<file path="config.mk">
export PLATFORM = sky130hd
export DESIGN_NAME = irq_priority_regs_bank
export DESIGN_NICKNAME = d
export VERILOG_FILES = /design/src/include/irq_prio_pkg.sv /design/src/logic/irq_priority_regs_bank.sv
export SDC_FILE = /design/constraint.sdc
export NUM_CORES = 1
export LEC_CHECK = 0
export BUFFER_PORTS_ARGS = -buffer_cell sky130_fd_sc_hd__buf_2
export CORE_MARGIN = 4
export CORE_UTILIZATION = 50
export DETAILED_ROUTE_END_ITERATION = 8
export GPL_TIMING_DRIVEN = 0
export PLACE_DENSITY_LB_ADDON = 0.3
export SLEW_MARGIN = 5
export SYNTH_ARGS = -nofsm -noshare
export SYNTH_HDL_FRONTEND = slang
export SYNTH_SLANG_ARGS = --single-unit
</file>
<file path="constraint.sdc">
create_clock -name pclk -period 2.1 [get_ports pclk]
set_input_delay 0.21 -clock pclk [delete_from_list [all_inputs] [get_ports pclk]]
set_output_delay 0.21 -clock pclk [all_outputs]
set_load 0.01 [all_outputs]
</file>
<file path="src/include/irq_prio_pkg.sv">
package irq_prio_pkg;

    // Bus and field geometry
    localparam int ADDR_W = 8;
    localparam int DATA_W = 32;
    localparam int NSRC   = 14;
    localparam int PRIO_W = 3;
    localparam int LANE_W = 8;

    // Priority encodings
    localparam logic [2:0] PRIO_OFF   = 3'h0;
    localparam logic [2:0] PRIO_MIN   = 3'h1;
    localparam logic [2:0] PRIO_MAX   = 3'h7;
    localparam logic [2:0] PRIO_RESET = 3'h4;

    // Register byte addresses
    localparam logic [7:0] PCTRL7_ADDR  = 8'h1c;
    localparam logic [7:0] PCTRL8_ADDR  = 8'h20;
    localparam logic [7:0] PCTRL9_ADDR  = 8'h24;
    localparam logic [7:0] PCTRL10_ADDR = 8'h28;
    localparam logic [7:0] PCTRL11_ADDR = 8'h2c;
    localparam logic [7:0] PCTRL12_ADDR = 8'h30;
    localparam logic [7:0] PCTRL15_ADDR = 8'h3c;

    // Source indices
    localparam int SRC_UART_B_TX  = 0;
    localparam int SRC_UART_B_RX  = 1;
    localparam int SRC_EXT_IRQ_B  = 2;
    localparam int SRC_TIMER_FIVE = 3;
    localparam int SRC_SPI_B_EVT  = 4;
    localparam int SRC_SPI_B_FLT  = 5;
    localparam int SRC_CAP_FIVE   = 6;
    localparam int SRC_CAP_FOUR   = 7;
    localparam int SRC_CAP_THREE  = 8;
    localparam int SRC_CMP_FIVE   = 9;
    localparam int SRC_PAR_PORT   = 10;
    localparam int SRC_I2C_B_MST  = 11;
    localparam int SRC_I2C_B_SLV  = 12;
    localparam int SRC_CALENDAR   = 13;

    // Register holding each source
    localparam logic [7:0] SRC_ADDR [NSRC] = '{
        PCTRL7_ADDR,  PCTRL7_ADDR,  PCTRL7_ADDR,  PCTRL7_ADDR,
        PCTRL8_ADDR,  PCTRL8_ADDR,
        PCTRL9_ADDR,  PCTRL9_ADDR,  PCTRL9_ADDR,
        PCTRL10_ADDR, PCTRL11_ADDR,
        PCTRL12_ADDR, PCTRL12_ADDR, PCTRL15_ADDR
    };

    // Low bit of each field within its register
    localparam int SRC_LSB [NSRC] = '{
        12, 8, 4, 0,
        4, 0,
        12, 8, 4,
        4, 4,
        8, 4, 8
    };

endpackage : irq_prio_pkg

</file>
<file path="src/logic/irq_priority_regs_bank.sv">
// The implementer's own choices: the APB slave port and the placing of the registers.
`timescale 1ns/1ps
// Functional notes
// - Each priority field is three bits; 111 gives level 7, the highest.
// - Field value 000 disables its source; it never raises a request.
// - Field value 001 gives level 1; 001 to 111 map to levels 1-7.
// - Bits outside priority fields ignore writes and read as zero.
// - Fields are read/write and reset to 100, level 4.
// - UART B transmit priority in bits 14:12 of register 7.
// - UART B receive priority in bits 10:8 of register 7.
// - External interrupt B priority in bits 6:4 of register 7.
// - Timer five priority in bits 2:0 of register 7.
// - SPI B event priority in bits 6:4 of register 8.
// - SPI B fault priority in bits 2:0 of register 8.
// - Capture five priority in bits 14:12 of register 9.
// - Capture four priority in bits 10:8 of register 9.
// - Capture three priority in bits 6:4 of register 9.
// - Compare five priority in bits 6:4 of register 10.
// - Parallel port priority in bits 6:4 of register 11.
// - I2C B master priority in bits 10:8 of register 12.
// - I2C B slave priority in bits 6:4 of register 12.
// - Calendar clock priority in bits 10:8 of register 15.
module irq_priority_regs_bank
    import irq_prio_pkg::*;
#(
    parameter int AW = ADDR_W
) (
    input  wire logic              pclk,
    input  wire logic              presetn,
    input  wire logic              clk_en,
    input  wire logic              psel,
    input  wire logic              penable,
    input  wire logic              pwrite,
    input  wire logic [AW-1:0]     paddr,
    input  wire logic [DATA_W-1:0] pwdata,
    input  wire logic [3:0]        pstrb,
    output logic      [DATA_W-1:0] prdata,
    output logic                   pready,
    output logic                   pslverr,
    input  wire logic [NSRC-1:0]   src_flag,
    output logic      [NSRC-1:0]   req_active,
    output logic      [2:0]        uart_b_tx_priority,
    output logic      [2:0]        uart_b_rx_priority,
    output logic      [2:0]        ext_irq_b_priority,
    output logic      [2:0]        timer_five_priority,
    output logic      [2:0]        spi_b_event_priority,
    output logic      [2:0]        spi_b_fault_priority,
    output logic      [2:0]        capture_five_priority,
    output logic      [2:0]        capture_four_priority,
    output logic      [2:0]        capture_three_priority,
    output logic      [2:0]        compare_five_priority,
    output logic      [2:0]        parallel_port_priority,
    output logic      [2:0]        i2c_b_master_priority,
    output logic      [2:0]        i2c_b_slave_priority,
    output logic      [2:0]        calendar_clock_priority
);

    logic [PRIO_W-1:0] prio_q [NSRC];
    logic [DATA_W-1:0] prdata_q;
    logic              pready_q;
    logic              pslverr_q;
    logic [NSRC-1:0]   req_q;
    logic              setup;
    logic              commit;
    logic [7:0]        addr8;

    // Register decode
    function automatic logic addr_hit(input logic [7:0] a);
        logic h;
        h = 1'b0;
        for (int i = 0; i < NSRC; i++) begin
            if (a == SRC_ADDR[i]) begin
                h = 1'b1;
            end
        end
        return h;
    endfunction : addr_hit

    // Word image of a register; unused bits stay zero
    function automatic logic [DATA_W-1:0] read_word(input logic [7:0] a);
        logic [DATA_W-1:0] w;
        w = '0;
        for (int i = 0; i < NSRC; i++) begin
            if (a == SRC_ADDR[i]) begin
                w[SRC_LSB[i] +: PRIO_W] = prio_q[i];
            end
        end
        return w;
    endfunction : read_word

    assign addr8  = 8'(paddr);
    assign setup  = clk_en && psel && !penable;
    assign commit = clk_en && psel && penable && pready_q;

    // Bus answer, one wait-free access cycle
    always_ff @(posedge pclk or negedge presetn) begin
        if (!presetn) begin
            pready_q  <= 1'b0;
            pslverr_q <= 1'b0;
            prdata_q  <= '0;
        end else if (clk_en) begin
            pready_q  <= setup;
            pslverr_q <= setup && !addr_hit(addr8);
            if (setup && !pwrite) begin
                prdata_q <= read_word(addr8);
            end else begin
                prdata_q <= '0;
            end
        end
    end

    // Priority fields
    always_ff @(posedge pclk or negedge presetn) begin
        if (!presetn) begin
            for (int i = 0; i < NSRC; i++) begin
                prio_q[i] <= PRIO_RESET;
            end
        end else if (commit && pwrite) begin
            for (int i = 0; i < NSRC; i++) begin
                if (addr8 == SRC_ADDR[i] && pstrb[SRC_LSB[i] / LANE_W]) begin
                    prio_q[i] <= pwdata[SRC_LSB[i] +: PRIO_W];
                end
            end
        end
    end

    // Request gating toward arbitration
    always_ff @(posedge pclk or negedge presetn) begin
        if (!presetn) begin
            req_q <= '0;
        end else if (clk_en) begin
            for (int i = 0; i < NSRC; i++) begin
                req_q[i] <= src_flag[i] && (prio_q[i] != PRIO_OFF);
            end
        end
    end

    assign prdata     = prdata_q;
    assign pready     = pready_q;
    assign pslverr    = pslverr_q;
    assign req_active = req_q;

    // Levels presented continuously
    assign uart_b_tx_priority      = prio_q[SRC_UART_B_TX];
    assign uart_b_rx_priority      = prio_q[SRC_UART_B_RX];
    assign ext_irq_b_priority      = prio_q[SRC_EXT_IRQ_B];
    assign timer_five_priority     = prio_q[SRC_TIMER_FIVE];
    assign spi_b_event_priority    = prio_q[SRC_SPI_B_EVT];
    assign spi_b_fault_priority    = prio_q[SRC_SPI_B_FLT];
    assign capture_five_priority   = prio_q[SRC_CAP_FIVE];
    assign capture_four_priority   = prio_q[SRC_CAP_FOUR];
    assign capture_three_priority  = prio_q[SRC_CAP_THREE];
    assign compare_five_priority   = prio_q[SRC_CMP_FIVE];
    assign parallel_port_priority  = prio_q[SRC_PAR_PORT];
    assign i2c_b_master_priority   = prio_q[SRC_I2C_B_MST];
    assign i2c_b_slave_priority    = prio_q[SRC_I2C_B_SLV];
    assign calendar_clock_priority = prio_q[SRC_CALENDAR];

    // Checks
    logic past_valid_q;

    always_ff @(posedge pclk or negedge presetn) begin
        if (!presetn) begin
            past_valid_q <= 1'b0;
        end else if (clk_en) begin
            past_valid_q <= 1'b1;
        end
    end
endmodule : irq_priority_regs_bank
</file>
==> reports/summary.txt <==
Met2 Routed Length = 4310 microns
setup TNS = 0 ns
Setup Skew = 0.00983 ns
Seq/Total Area, Yosys = 53.2%
Area Growth Syn to Fin = 28.2%
CP startpoint kind = flip-flop
final setup vio count = 0
overall die area = 0.00803 sq mm
initial drt markers = 115
fin nets = 480
Clock Latency Late Sink = 0.34 ns
total wire length = 9120 microns
DP Area = 0.00405 sq mm
PwrDens = 637 mW/mm^2
Slew headroom = 41.8%
Root Driver = clkbuf_8
initial core utilization = 51.8%
CP max FO = 6
CP endpoint kind = flip-flop
Final ANT Viol Nets = 0
CP bufs+invs = 0
Die X = 89.6 microns
HP Class = input pin to asynchronous set/reset pin
most frequent cell after synthesis = dfrtp_1
kind of critical path = flip-flop to flip-flop
Synth Register Bits = 70
Design Area, Final = 0.00427 sq mm
Core Footprint = 0.00642 sq mm
Synth Cell Area = 0.00333 sq mm
DR vias/cell = 5.56
Synth top area share = 42.1%
Hold Vio Cnt, Final = 18
Inst Count DP = 482
Distinct cells, synth = 43
Tmin final = 1.65 ns
Cell Chain, Critical Path = nand3_1 -> nor2_2 -> mux2_2
Post-Syn Area per Cell = 12.1 sq um
predominant post-synthesis flop cell = dfrtp_1
cts hold-fix bufs = 0
max cap viols = 0
DRC = 0
Antenna Cells = 0
Post-CTS Resized = 0
CP peak stage delay = 0.44 ns
routed len/inst = 18.3 microns
fin. max-slew vios = 0
CTS H-tree lvls = 3
Non-Filler Instances = 498
TritonCTS clock tree = built
failing checks = hold timing
# rows = 29
Max VDD drop = 0.597 mV
largest cells by area after synthesis = dfrtp_1 42%, mux2_2 12%, dfstp_2 11%
most instantiated cells after synthesis = 56 x dfrtp_1, 34 x mux2_2, 21 x buf_4
met1 WL = 4010 microns
all-layer global routing usage = 23.8%
dominant cell type by area after synthesis = dfrtp_1
top sig layer = met4
WL met3 = 715 microns
I/O pins = 154
Pleak = 2.20 nW
layout cell share with drive strength beyond 1 = 48.9%
clock buffer depth = 2
TritonCTS Buffers = 9
Final Wtd Congestion = 0.815
Reg clk slew, reported paths = 0.08 ns
DRT Pass-1 Iters = 4
post-route clock period utilization = 78.4%
via count = 2770
highest achievable clock rate = 608 MHz
grt ovf = 0
Yosys warnings = 0
Power Total = 0.00272 W
slowest stage cell on the critical path = nor2_2
Die Y = 89.6 microns
vias in the first global route = 2665
setup slack, reg-to-reg = 0.45 ns
first-pass GRT wire length = 14200 microns
unrepaired setup endpoints after global routing = no
Top delay family on crit path = simple AND/OR/NAND/NOR gates
outcome = finished, violations left
pin count of the biggest net entering global routing = 71
async set or reset register ratio after synthesis = 100%
detailed placement HPWL = 6750 microns
CTS sink count = 70
arrival time worst endpoint = 1.87 ns
final hold slack = -0.0196 ns
initial antenna violation count = 0
measured slew at the worst slew-check pin = 0.874 ns
Cells after Synth = 275
port bufs = 111
Post-CTS Setup Bufs = 0
required time of the critical path = 2.32 ns
Post-synth EDFFs = 0
-- cell usage in the layout (no fill, tap or decap), types with 2 or more instances in the layout --
cell type  count
and2b_1        2
a22oi_1        9
o21ai_0       15
and2_1         5
nor3_1         3
conb_1        20
a22o_1         2
nand4_1        2
o311ai_0      14
dfstp_2       14
clkinv_2       2
dfrtp_1       56
nor2_2         4
nor4b_2        2
o21a_1         2
a221oi_1       4
nor2_1         9
bufinv_16      2
nand2_1        7
buf_4         22
inv_1         16
and4bb_1       2
o2bb2ai_1      6
o221ai_1       6
mux2_1         8
buf_2        113
nand3_1        8
mux2_2        34
clkbuf_8       9
clkbuf_1       5
-- registers in the layout, indices dropped and copies added (netlist names) --
name / flops
calendar_clock_priority: 3
capture_five_priority: 3
capture_four_priority: 3
capture_three_priority: 3
compare_five_priority: 3
ext_irq_b_priority: 3
i2c_b_master_priority: 3
i2c_b_slave_priority: 3
parallel_port_priority: 3
prdata: 12
pready: 1
pslverr: 1
req_active: 14
spi_b_event_priority: 3
spi_b_fault_priority: 3
timer_five_priority: 3
uart_b_rx_priority: 3
uart_b_tx_priority: 3
-- routing by layer --
metal  up-vias  global-route usage [%]
met2       122                    37.2
met1      1363                    33.4
met4         0                    7.71
met3         8                    4.74
met5         -                       0
li1       1277                       -
-- logic make-up (layout without fill, tap and decap cells) --
logic type | count (synthesis) | after routing | synth area share, %
DFF | 70 | 70 | 53.2
buffers and inverters | 45 | 172 | 7.56
muxes | 42 | 42 | 14.2
and+or+nand+nor | 53 | 53 | 10.5
AOI/OAI and AO/OA | 64 | 64 | 14.5
other | 1 | 20 | 0.113
-- cell type report --
cell class | count | area (sq um)
Clock buffer | 10 | 128
Inverter | 16 | 60.1
Buffer | 29 | 191
Tap cell | 77 | 96.3
Sequential cell | 70 | 1770
Timing Repair Buffer | 111 | 558
Fill cell | 526 | 2150
Clock inverter | 6 | 86.3
Multi-Input combinational cell | 179 | 1380
-- through the flow --
stage / utilization (%) / setup WS (ns) / hold WS, ns
global route: 66.5 / 0.397 / 0.0589
floorplan: - / 0.585 / -0.0856
detailed placement: 63.1 / 0.199 / 0.387
finish: 66.5 / 0.455 / -0.0196
global placement: 63.1 / 0.207 / 0.440
CTS: 66.5 / 0.473 / 0.00533
-- report_power, final --
part / internal (W) / switching [W] / leakage (nW) / total, W
Combinational: 0.0000719 / 0.000116 / 1.17 / 0.000188
Clock: 0.000667 / 0.000507 / 0.106 / 0.00117
Sequential: 0.00135 / 0.00000383 / 0.925 / 0.00136
Total: 0.00209 / 0.000626 / 2.20 / 0.00272
-- path summary, 6_finish.rpt --
check | cells past startpoint | to | startpoint
max | 3 | timer_five_priority[0] | pready
min | 1 | uart_b_tx_priority[0] | presetn
max reg2reg | 3 | timer_five_priority[0] | pready
min reg2reg | 1 | prdata[2] | prdata[2]
max in group asynchronous | 1 | req_active[2] | presetn
min in group pclk | 2 | spi_b_fault_priority[2] | pwdata[2]
Note: power is estimated with default switching activity, not from simulation.
